## src/logic/aab_pkg.sv

```systemverilog
/*
 * Constants for the converter accumulator, burst and power-sequencing control:
 * register offsets, field positions, reset values, burst state encoding and timing.
 * Assumes a core clock of 50 MHz and an 8-bit special-function register port
 * in which the page selects between the two registers that share an address.
 */
package aab_pkg;

    localparam logic [7:0] ACC_CFG_ADDR    = 8'hba;
    localparam logic [7:0] PWR_TIME_ADDR   = 8'hba;
    localparam logic [7:0] RES_HIGH_ADDR   = 8'hbe;
    localparam logic [7:0] RES_LOW_ADDR    = 8'hbd;
    localparam logic [3:0] ACC_CFG_PAGE    = 4'h0;
    localparam logic [3:0] PWR_TIME_PAGE   = 4'hf;
    localparam logic [3:0] RES_PAGE        = 4'h0;

    localparam int TWELVE_BIT_POS   = 7;
    localparam int ACCUM_EN_POS     = 6;
    localparam int SJST_LSB         = 3;
    localparam int RPT_LSB          = 0;
    localparam int LPM_POS          = 7;
    localparam int PWR_SEL_LSB      = 0;

    localparam logic [7:0] ACC_CFG_RESET  = 8'h00;
    localparam logic [7:0] PWR_TIME_RESET = 8'h0f;

    localparam logic [2:0] SJST_LEFT      = 3'h4;

    localparam int CLK_HZ           = 50_000_000;
    localparam int PWR_STEP_NS      = 400;
    // Least time, rounded up to whole cycles
    localparam int PWR_STEP_CYC     = (PWR_STEP_NS * (CLK_HZ / 1_000_000) + 999) / 1000;

    typedef enum logic [3:0] {
        AAB_IDLE  = 4'b0001,
        AAB_POWUP = 4'b0010,
        AAB_CONV  = 4'b0100,
        AAB_WAIT  = 4'b1000
    } aab_state_e;

endpackage

```

## src/logic/aab_powerup_timer.sv

```systemverilog
/*
 * Power-up delay timer: counts (selection plus one) steps of the step length.
 * Assumes start is a one-cycle pulse; done pulses once when the delay expires.
 */
`timescale 1ns/10ps
`default_nettype none
module aab_powerup_timer #(
    parameter int STEP_CYC = aab_pkg::PWR_STEP_CYC
) (
    input  wire logic       core_clk_i, // System clock
    input  wire logic       rst_b_i,    // Asynchronous reset, active low
    input  wire logic       start_i,    // Begin timing
    input  wire logic [3:0] sel_i,      // Delay selection
    output logic            done_o      // Delay elapsed pulse
);
    if (STEP_CYC < 1 || STEP_CYC > 255) begin
        $error("aab_powerup_timer: STEP_CYC out of range");
    end

    logic [7:0] cyc_q;
    logic [4:0] steps_q;
    logic       run_q;
    wire        step_end = (cyc_q == 8'(STEP_CYC - 1));
    wire        last     = step_end && (steps_q == 5'h00);

    always_ff @(posedge core_clk_i or negedge rst_b_i) begin
        if (!rst_b_i) begin
            cyc_q   <= 8'h00;
            steps_q <= 5'h00;
            run_q   <= 1'b0;
            done_o  <= 1'b0;
        end else begin
            done_o <= run_q && last;
            if (start_i) begin
                run_q   <= 1'b1;
                cyc_q   <= 8'h00;
                steps_q <= {1'b0, sel_i};
            end else if (run_q) begin
                cyc_q <= step_end ? 8'h00 : cyc_q + 8'h01;
                if (step_end) begin
                    steps_q <= steps_q - 5'h01;
                end
                if (last) begin
                    run_q <= 1'b0;
                end
            end
        end
    end
endmodule
`default_nettype wire

```

## src/logic/aab_result_format.sv

```systemverilog
/*
 * Result formatter: applies the shift/justify selection to the 16-bit
 * accumulator for reads. Purely combinational; the caller registers it.
 */
`timescale 1ns/10ps
`default_nettype none
module aab_result_format (
    input  wire logic [15:0] acc_i,      // Raw accumulator
    input  wire logic [2:0]  sjst_i,     // Shift/justify selection
    input  wire logic [11:0] conv_mask_i,// Width mask of one conversion
    output logic      [15:0] fmt_o       // Formatted value
);
    wire [15:0] left_j = (conv_mask_i[11]) ? {acc_i[11:0], 4'h0} : {acc_i[9:0], 6'h00};

    // right shifts bring in zeros at the top
    assign fmt_o = (sjst_i == 3'h0) ? acc_i :
                   (sjst_i == 3'h1) ? (acc_i >> 1) :
                   (sjst_i == 3'h2) ? (acc_i >> 2) :
                   (sjst_i == 3'h3) ? (acc_i >> 3) :
                   (sjst_i == aab_pkg::SJST_LEFT) ? left_j : acc_i;
endmodule
`default_nettype wire

```

## src/logic/aab_ctrl.sv

```systemverilog
/*
 * Accumulator, burst sequencing and power control around the converter core.
 * Registers are reached over the 8-bit special-function port (page, address,
 * write strobe, read data). Assumes the analog core signals conv_done_i with
 * its data one cycle per finished conversion and starts on conv_start_o.
 */
`timescale 1ns/10ps
`default_nettype none
module aab_ctrl #(
    parameter int STEP_CYC = aab_pkg::PWR_STEP_CYC
) (
    input  wire logic        core_clk_i,    // System clock, 50 MHz
    input  wire logic        rst_b_i,       // Asynchronous reset, active low
    input  wire logic [3:0]  sfr_page_i,    // Register page
    input  wire logic [7:0]  sfr_addr_i,    // Register address
    input  wire logic        sfr_wr_i,      // Write strobe
    input  wire logic        sfr_rd_i,      // Read strobe
    input  wire logic [7:0]  sfr_wdata_i,   // Write data
    output logic      [7:0]  sfr_rdata_o,   // Read data, valid cycle after strobe
    input  wire logic        burst_mode_en_i,    // Burst mode enable
    input  wire logic        converter_enable_i, // Converter enable
    input  wire logic        soc_i,              // Start-of-conversion pulse
    input  wire logic        conv_done_i,        // Conversion finished pulse
    input  wire logic [11:0] conv_data_i,        // Conversion result
    output logic             conv_start_o,       // Start one conversion
    output logic             conv_first_o,       // Start is first of burst
    output logic             power_on_o,         // Converter powered
    output logic             twelve_bit_o,       // Twelve-bit mode
    output logic             low_power_o,        // Low-power operation
    output logic             burst_done_o        // Burst complete pulse
);
    // The power-up timer counts each step in an 8-bit counter
    if (STEP_CYC < 1 || STEP_CYC > 255) begin
        $error("aab_ctrl: STEP_CYC out of range");
    end

    logic [7:0]  acc_cfg_q;
    logic [7:0]  pwr_q;
    logic [15:0] acc_q;
    logic [15:0] acc_d;
    logic [6:0]  left_q;
    logic [6:0]  left_d;
    aab_pkg::aab_state_e state_q;
    aab_pkg::aab_state_e state_d;
    logic        timer_start;
    logic        timer_done;
    logic [15:0] fmt;
    logic [7:0]  rdata_d;

    // Register decode
    wire acc_sel  = (sfr_page_i == aab_pkg::ACC_CFG_PAGE)  && (sfr_addr_i == aab_pkg::ACC_CFG_ADDR);
    wire pwr_sel  = (sfr_page_i == aab_pkg::PWR_TIME_PAGE) && (sfr_addr_i == aab_pkg::PWR_TIME_ADDR);
    wire hi_sel   = (sfr_page_i == aab_pkg::RES_PAGE)      && (sfr_addr_i == aab_pkg::RES_HIGH_ADDR);
    wire lo_sel   = (sfr_page_i == aab_pkg::RES_PAGE)      && (sfr_addr_i == aab_pkg::RES_LOW_ADDR);
    wire acc_wr   = sfr_wr_i && acc_sel;
    wire pwr_wr   = sfr_wr_i && pwr_sel;
    wire hi_wr    = sfr_wr_i && hi_sel;
    wire lo_wr    = sfr_wr_i && lo_sel;

    wire       twelve_en = acc_cfg_q[aab_pkg::TWELVE_BIT_POS];
    wire       accum_en  = acc_cfg_q[aab_pkg::ACCUM_EN_POS];
    wire [2:0] sjst      = acc_cfg_q[aab_pkg::SJST_LSB +: 3];
    wire [2:0] rpt       = acc_cfg_q[aab_pkg::RPT_LSB +: 3];
    wire [3:0] pwr_dly   = pwr_q[aab_pkg::PWR_SEL_LSB +: 4];

    wire [6:0] rpt_count = (rpt == 3'h1) ? 7'd4  :
                           (rpt == 3'h2) ? 7'd8  :
                           (rpt == 3'h3) ? 7'd16 :
                           (rpt == 3'h4) ? 7'd32 :
                           (rpt == 3'h5) ? 7'd64 : 7'd1;

    wire [11:0] conv_mask = twelve_en ? 12'hfff : 12'h3ff;
    wire [15:0] sample    = {4'h0, conv_data_i & conv_mask};
    wire        in_burst  = (state_q != aab_pkg::AAB_IDLE);
    wire        burst_go  = burst_mode_en_i && soc_i && (state_q == aab_pkg::AAB_IDLE);

    aab_powerup_timer #(
        .STEP_CYC (STEP_CYC)
    ) u_timer (
        .core_clk_i (core_clk_i),
        .rst_b_i    (rst_b_i),
        .start_i    (timer_start),
        .sel_i      (pwr_dly),
        .done_o     (timer_done)
    );

    aab_result_format u_fmt (
        .acc_i       (acc_q),
        .sjst_i      (sjst),
        .conv_mask_i (conv_mask),
        .fmt_o       (fmt)
    );

    // delay only when the converter was left unpowered
    assign timer_start = burst_go && !converter_enable_i;

    // Burst sequencer
    always_comb begin
        state_d = state_q;
        left_d  = left_q;
        case (state_q)
            aab_pkg::AAB_IDLE: begin
                if (burst_go) begin
                    left_d  = rpt_count;
                    state_d = converter_enable_i ? aab_pkg::AAB_CONV : aab_pkg::AAB_POWUP;
                end
            end
            aab_pkg::AAB_POWUP: begin
                if (timer_done) begin
                    state_d = aab_pkg::AAB_CONV;
                end
            end
            aab_pkg::AAB_CONV: begin
                state_d = aab_pkg::AAB_WAIT;
            end
            aab_pkg::AAB_WAIT: begin
                if (conv_done_i) begin
                    left_d  = left_q - 7'd1;
                    state_d = (left_q == 7'd1) ? aab_pkg::AAB_IDLE : aab_pkg::AAB_CONV;
                end
            end
            default: begin
                state_d = aab_pkg::AAB_IDLE;
            end
        endcase
    end

    // Accumulator update; a conversion result overrides a byte write, except in accumulate mode outside a burst with burst mode off, where it adds to it
    always_comb begin
        acc_d = acc_q;
        if (hi_wr) begin
            acc_d[15:8] = sfr_wdata_i;
        end
        if (lo_wr) begin
            acc_d[7:0] = sfr_wdata_i;
        end
        if (burst_go) begin
            acc_d = 16'h0000;
        end else if (conv_done_i && in_burst) begin
            acc_d = acc_q + sample;
        end else if (conv_done_i && !burst_mode_en_i) begin
            acc_d = accum_en ? acc_d + sample : sample;
        end
    end

    // write-only and unused bits read zero
    assign rdata_d = acc_sel ? {acc_cfg_q[7], 1'b0, acc_cfg_q[5:0]} :
                     pwr_sel ? {pwr_q[7], 3'h0, pwr_q[3:0]} :
                     hi_sel  ? fmt[15:8] :
                     lo_sel  ? fmt[7:0]  : 8'h00;

    always_ff @(posedge core_clk_i or negedge rst_b_i) begin
        if (!rst_b_i) begin
            acc_cfg_q <= aab_pkg::ACC_CFG_RESET;
            pwr_q     <= aab_pkg::PWR_TIME_RESET;
        end else begin
            if (acc_wr) begin
                acc_cfg_q <= sfr_wdata_i;
            end
            if (pwr_wr) begin
                pwr_q <= {sfr_wdata_i[7], 3'h0, sfr_wdata_i[3:0]};
            end
        end
    end

    always_ff @(posedge core_clk_i or negedge rst_b_i) begin
        if (!rst_b_i) begin
            state_q <= aab_pkg::AAB_IDLE;
            left_q  <= 7'd0;
            acc_q   <= 16'h0000;
        end else begin
            state_q <= state_d;
            left_q  <= left_d;
            acc_q   <= acc_d;
        end
    end

    always_ff @(posedge core_clk_i or negedge rst_b_i) begin
        if (!rst_b_i) begin
            sfr_rdata_o  <= 8'h00;
            conv_start_o <= 1'b0;
            conv_first_o <= 1'b0;
            power_on_o   <= 1'b0;
            twelve_bit_o <= 1'b0;
            low_power_o  <= 1'b0;
            burst_done_o <= 1'b0;
        end else begin
            sfr_rdata_o  <= sfr_rd_i ? rdata_d : 8'h00;
            // first start of a burst carries no extra track delay
            conv_start_o <= (state_d == aab_pkg::AAB_CONV) || (!burst_mode_en_i && soc_i);
            conv_first_o <= (state_d == aab_pkg::AAB_CONV) && (left_d == rpt_count)
                            && (state_q != aab_pkg::AAB_WAIT);
            // power follows enable, or burst activity
            power_on_o   <= converter_enable_i || (burst_mode_en_i && (state_d != aab_pkg::AAB_IDLE));
            twelve_bit_o <= twelve_en;
            low_power_o  <= pwr_q[aab_pkg::LPM_POS];
            burst_done_o <= (state_q == aab_pkg::AAB_WAIT) && conv_done_i && (left_q == 7'd1);
        end
    end
endmodule
`default_nettype wire

```

## config.mk

```make
export PLATFORM = sky130hd
export DESIGN_NAME = aab_ctrl
export DESIGN_NICKNAME = d
export VERILOG_FILES = /design/src/logic/aab_pkg.sv /design/src/logic/aab_powerup_timer.sv /design/src/logic/aab_result_format.sv /design/src/logic/aab_ctrl.sv
export SDC_FILE = /design/constraint.sdc
export NUM_CORES = 1
export LEC_CHECK = 0
export ABC_AREA = 0
export BUFFER_PORTS_ARGS = -buffer_cell sky130_fd_sc_hd__buf_2
export CORE_ASPECT_RATIO = 1.4
export CORE_MARGIN = 1.5
export CORE_UTILIZATION = 43
export DETAILED_ROUTE_END_ITERATION = 7
export GPL_ROUTABILITY_DRIVEN = 0
export SYNTH_ARGS = -nofsm -noshare
export SYNTH_HDL_FRONTEND = slang
export SYNTH_SLANG_ARGS = --single-unit
```

## constraint.sdc

```tcl
create_clock -name core_clk_i -period 6.55 [get_ports core_clk_i]
set_input_delay 0.3275 -clock core_clk_i [delete_from_list [all_inputs] [get_ports core_clk_i]]
set_output_delay 0.3275 -clock core_clk_i [all_outputs]
set_load 0.03 [all_outputs]
```

== Word level (Yosys, flattened, before mapping) ==
Index checks and enable logic that the tools add are counted.

* Output and inout port bits: 14
* Logic and storage cells: 118
* Input port bits: 40
* Register bits: 69

* Bitwise operators: 1
* Reduce and logical (&&, ||, !) cells: 31
* Muxes and demuxes: 41
* $add $sub $neg: 5
* Equality and inequality tests: 24

{| class="wikitable"
|+ Operator list
! kind !! count
|-
| $mux W16 || 10
|-
| $mux W8 || 10
|-
| $mux W7 || 7
|-
| $add A16 B12 Y16 || 2
|-
| $eq A8 B8 Y1 const B || 3
|-
| $logic_and A1 B1 Y1 || 21
|-
| $pmux W4 S4 || 1
|-
| $mux W5 || 3
|-
| $pmux W7 S2 || 1
|-
| $and A12 B12 Y12 || 1
|-
| $eq A3 B2 Y1 const B || 4
|-
| $mux W12 || 1
|-
| $mux W4 || 3
|-
| $eq A3 B3 Y1 const B || 3
|-
| $add A8 B1 Y8 const B || 1
|-
| $eq A4 B3 Y1 const B || 2
|-
| $eq A4 B4 Y1 const B || 2
|-
| $eq A8 B5 Y1 const B || 1
|-
| $ne A4 B1 Y1 const B || 2
|-
| $eq A7 B1 Y1 const B || 1
|-
| $eq A7 B7 Y1 || 1
|-
| $sub A7 B1 Y7 const B || 1
|-
| $eq A3 B1 Y1 const B || 2
|-
| $mux W3 || 2
|-
| other kinds (12) || 17
|}

== Longest topological paths before layout ==
* Word-level depth: 12
* Mapped depth: 15
* Gate-level depth less buffers: 14

== By module ==
A second synthesis with hierarchy kept.

* Cells, all modules: 681
* Area total of the unflattened synthesis: 6,190.9 um2

{| class="wikitable"
|+ By module, submodules not included
! module !! seq. area each (um2) !! cells an instance !! times used !! area each (um2)
|-
| aab_ctrl || 1,357.6 || 496 || 1 || 4,500.6
|-
| aab_powerup_timer || 375.4 || 90 || 1 || 852.1
|-
| aab_result_format || 0.0 || 95 || 1 || 838.3
|}

== Worst setup path before layout ==
No wires, ideal clock.

* Path type: input-to-reg
* Start: input port sfr_page_i[1]
* End: register acc_q[14]
* Cell stages on the path: 13
* Path buffers: 1
* Arrival time: 3.568 ns
* Setup slack: 2.845 ns
* Data required time: 6.413 ns
* Setup time: 0.137 ns
* Path through: or4_4 buf_6 nor4_4 nand2_1 mux2_2 ha_1 a21o_1 a22o_1 o31ai_1 nor2_1 o21ai_0 xnor2_1 o22ai_1

* Word-level cells in the longest chain between the ends: 9
* Elaborated cells on any way between the ends: 12
* Those cells by class: add/sub: 1; mux: 6; reduce/logical: 5

{| class="wikitable"
|+ RTL lines
! element !! RTL line !! source
|-
| from (decl) || aab_ctrl.sv:14 || <nowiki>input wire logic [3:0] sfr_page_i,</nowiki>
|-
| $logic_not A4 Y1 (*) || aab_ctrl.sv:53, aab_ctrl.sv:54 ||
|-
| $logic_and A1 B1 Y1, on equally long branches || aab_ctrl.sv:54, aab_ctrl.sv:53 ||
|-
| $logic_and A1 B1 Y1, on equally long branches || aab_ctrl.sv:58, aab_ctrl.sv:57 ||
|-
| $mux W8, on equally long branches || aab_ctrl.sv:134, aab_ctrl.sv:131 ||
|-
| $add A16 B12 Y16 || aab_ctrl.sv:142 || <nowiki>acc_d = accum_en ? acc_d + sample : sample;</nowiki>
|-
| $mux W16 || aab_ctrl.sv:142 ||
|-
| $mux W16 (*) || aab_ctrl.sv:141 || <nowiki>end else if (conv_done_i && !burst_mode_en_i) begin</nowiki>
|-
| $mux W16 (*) || aab_ctrl.sv:139 || <nowiki>end else if (conv_done_i && in_burst) begin</nowiki>
|-
| $mux W16 (*) || aab_ctrl.sv:137 || <nowiki>if (burst_go) begin</nowiki>
|-
| named net acc_d[14] || aab_ctrl.sv:40 || <nowiki>logic [15:0] acc_d;</nowiki>
|-
| to (signal assigned) || aab_ctrl.sv:170 || <nowiki>acc_q <= 16'h0000;</nowiki>
|-
| to (signal assigned) || aab_ctrl.sv:174 || <nowiki>acc_q <= acc_d;</nowiki>
|-
| to (decl) || aab_ctrl.sv:39 || <nowiki>logic [15:0] acc_q;</nowiki>
|}

The timed path passes the listed nets; every way through them passes the cells marked *.
A chain may end at the register's enable or synchronous reset.

== Final worst setup path ==
Same ends and word-level chain as after synthesis.

==> results list <==
- TritonCTS clock tree: built
- Register clock-pin slew on the reported worst setup and hold paths: 0.06 ns
- Total via count in the routed design: 5417
- In the post-synthesis netlist, the biggest area contributors are sky130_fd_sc_hd__dfrtp_1 (27%), sky130_fd_sc_hd__ha_1 (6.9%), sky130_fd_sc_hd__mux2_2 (5.4%), sky130_fd_sc_hd__mux2i_1 (5.0%), sky130_fd_sc_hd__nor2_1 (4.4%).
- RSZ-0062 raised after global routing: false
- Initial core utilization: 0.437
- Most frequently used cell type in the post-synthesis netlist: sky130_fd_sc_hd__nor2_1
- End point of the critical path: acc_q[14]$_DFF_PN0_
- Per-cell routed wire length: 18.6 um
* Number of diodes: 0
- Class of the tightest hold or removal check: input pin to asynchronous set/reset pin
- The critical path goes through buf_2, or4_4, nor4_4, nand2_1, mux2_2, ha_1, a21o_1, a22o_1, o31ai_1, nor2_1, o21ai_0, xnor2_1, o22ai_1.
- Result of the run: finished clean
* Ys async rst share: 1.00
- The synthesized design contains 0 enable-type register cells.
* Final number of setup-violating endpoints: 0
- Using the TritonRoute via totals, the vias-per-cell ratio works out to 6.03.
- Ranking of synthesized cells by instance count: sky130_fd_sc_hd__nor2_1 (68), sky130_fd_sc_hd__dfrtp_1 (64), sky130_fd_sc_hd__nand2_1 (57)
* Library cell with the largest summed area after synthesis: sky130_fd_sc_hd__dfrtp_1
* Setup repair bufs after CTS: 0
- By startpoint and endpoint, the worst setup path is classified as input pin to register.
- Measured along the y axis, the die boundary spans 141 um.
- Wires add up to 16700 um.
- The synthesized netlist contains 67 unique library cells.
- Mean instance size in the synthesized netlist: 8.63 um2
* Launching element type of the critical path: input pin
- Mapped Nets: 749
* Largest stage delay, worst path: 0.60 ns
- Std cell rows: 50
* Critical Path Sink Type: register
* Number of buffers on the longest clock path: 2
- Mapped cell area: 5830 um2
* Post-route worst hold slack: 0.208 ns
* Non-filler instance count after layout: 898
- Across the VDD grid, the largest voltage drop is 0.151 mV.
- Entering global routing, the biggest net connects 70 pins.
* Primary FF master, synth: sky130_fd_sc_hd__dfrtp_1
- Total GRT Usage: 0.241
* Via count of the first global-routing pass: 5378
- Between clock sinks in the finished design, the worst skew comes to roughly 0.0046 ns.
- Post-route DRC violation count: 0
- The total area inside the core boundary comes to approximately 13000 um2.
* Worst Tran Pin Value: 0.958 ns
- In this run the static leakage power is about 2.8 nW.
- CTS H-tree depth: 3
* Antenna violations before repair: 0
- Global route total overflow: 0
- In the final layout, the share of cells above drive strength 1 is 0.168.
- Mapped Cells: 675
* Floorplan die area: 14300 um2
* Minimum clock period after layout: 4.08 ns
* Number of design-rule violations left by the first detailed-router iteration: ~300
- Before antenna repair, the detailed router went through 5 iterations.
- The tool flagged a number of max-cap violations equal to 0.
* Final clock period utilization by the worst path: 0.622
* Worst max-slew margin expressed relative to the limit: 0.359
- Launching element of the worst setup path: sfr_page_i[1]
- Compared with the post-synthesis result, the final layout area differs by 11.4%.
- Cell with the largest stage delay on the worst path: sky130_fd_sc_hd__or4_4
* Power density over the cells: 280 nW/um2
* Die W: 101 um
- Final count of pins violating max slew: 0
- Final hold violations: 0
- Power Total: roughly 1.8 mW
- Once the clock tree was built, the resizer swapped 0 gates to a different size.
- CP required: 6.73 ns
- Root buffer cell: sky130_fd_sc_hd__clkbuf_16
- Highest clock frequency the design can meet: roughly 250 MHz
* I/O pin count: 54
- Data on the critical path arrives at its endpoint at 4.26 ns.
- For the worst-skew pair, the clock arrives at the later sink with an insertion delay of 0.33 ns.
* Final #Nets: 785
- Of all nets on the critical path, the largest fanout is 9.
- In this run, post-CTS hold repair placed 0 buffers.
- Count of input and output buffers: 53
- Top cell type's share of synthesized area: 0.275
* Sum Neg Setup Slack: 0 ns
* DP Wirelength: around 13000 um
* Placed cells: 882
* Filler Cells Inserted: roughly 1300
- The startpoint identified for the worst register-to-register timing path is state_q[0]$_DFF_PN1_.
* Sequential fraction of the synthesis area: 0.297
- Number of sinks handled by clock tree synthesis: between 60 and 70
- First-pass GRT wire length: 27000 um
- For the worst flop-to-flop path, the logic depth is 7.
- Inserted Clock Buffers: 9
* Reg-to-reg critical path endpoint: conv_first_o$_DFF_PN0_
- During synthesis, Yosys emitted a total of 0 warnings.
* Count of state elements after synthesis: 69
- Number of nets with antenna violations after detailed routing: 0
- In this run the register-to-register setup slack is 3.60 ns.
layout make-up:
type	count	area (um2)	area share
Clock buffer	12	246	0.0380
Clock inverter	4	25.0	0.00386
Multi-Input combinational cell	550	3870	0.597
Sequential cell	69	1730	0.267
Inverter	24	90.1	0.0139
Timing Repair Buffer	57	295	0.0455
Tap cell	182	228	0.0351
placed cells by master (no fill, tap or decap), types with 10 or more instances in the layout:
master                     instances
sky130_fd_sc_hd__mux2i_1          29
sky130_fd_sc_hd__a211oi_1         13
sky130_fd_sc_hd__dfrtp_1          64
sky130_fd_sc_hd__nor2b_1          10
sky130_fd_sc_hd__o21ai_0          46
sky130_fd_sc_hd__a21oi_1          41
sky130_fd_sc_hd__buf_2            53
sky130_fd_sc_hd__o211ai_1         13
sky130_fd_sc_hd__nor2_1           68
sky130_fd_sc_hd__xnor2_1          15
sky130_fd_sc_hd__inv_1            24
sky130_fd_sc_hd__nand2_1          57
sky130_fd_sc_hd__mux2_2           28
sky130_fd_sc_hd__nor3_1           11
sky130_fd_sc_hd__xor2_1           20
sky130_fd_sc_hd__ha_1             32
sky130_fd_sc_hd__nand3_1          11
sky130_fd_sc_hd__or3_1            10
registers in the layout, indices dropped and copies added, names as in the netlist, 4 cells and up:
| signal | count |
|---|---|
| u_timer.cyc_q | 8 |
| sfr_rdata_o | 8 |
| u_timer.steps_q | 5 |
| acc_q | 16 |
| state_q | 4 |
| acc_cfg_q | 8 |
| left_q | 7 |
| pwr_q | 5 |
worst min-delay path by stage:
stage	from	end
after CTS	converter_enable_i	power_on_o$_DFF_PN0_
after floorplan	rst_b_i	acc_cfg_q[0]$_DFFE_PN0P_
after global placement	pwr_q[7]$_DFFE_PN0P_	low_power_o$_DFF_PN0_
after global routing	converter_enable_i	power_on_o$_DFF_PN0_
after detailed placement	pwr_q[7]$_DFFE_PN0P_	low_power_o$_DFF_PN0_
final	rst_b_i	acc_q[3]$_DFF_PN0_
per-layer routing:
layer,vias to the layer above,track usage,wire length (um)
li1,2578,-,-
met1,2640,0.284,6870
met2,161,0.428,8630
met3,38,0.0372,610
met4,0,0.103,620
met5,-,0,0
cells by family after synthesis:
| family | synth area share |
|---|---|
| AO/OA/AOI/OAI | 0.222 |
| multiplexers | 0.116 |
| buffers and inverters | 0.0382 |
| AND/OR/NAND/NOR | 0.199 |
| adder cells (fa/ha/maj) | 0.0756 |
| XOR/XNOR | 0.0526 |
| flip-flops | 0.297 |
report_power, final:
group / switching [mW] / internal (mW) / leakage [nW] / total, mW
Combinational: 0.409 / 0.335 / 1.80 / 0.744
Sequential: 0.128 / 0.491 / 0.902 / 0.619
Clock: 0.187 / 0.265 / 0.129 / 0.453
per-stage QoR:
| step | utilization | worst slack (ns) | area [um2] |
|---|---|---|---|
| 2_1_floorplan | - | 2.85 | 5830 |
| 3_3_place_gp | 0.467 | 2.33 | 6220 |
| 3_5_place_dp | 0.467 | 2.17 | 6220 |
| 4_1_cts | 0.487 | 2.49 | 6490 |
| 5_1_grt | 0.487 | 2.24 | 6490 |
| 6_report | 0.487 | 2.47 | 6490 |
critical path: cells and delay by family:
family	cells	cell delay (ns)
XOR/XNOR	1	0.16
AND/OR/NAND/NOR	4	1.62
AO/OA/AOI/OAI	5	1.33
multiplexers	1	0.40
adder cells (fa/ha/maj)	1	0.31
buffers and inverters	1	0.10
Power figures use the tool's default switching activity.
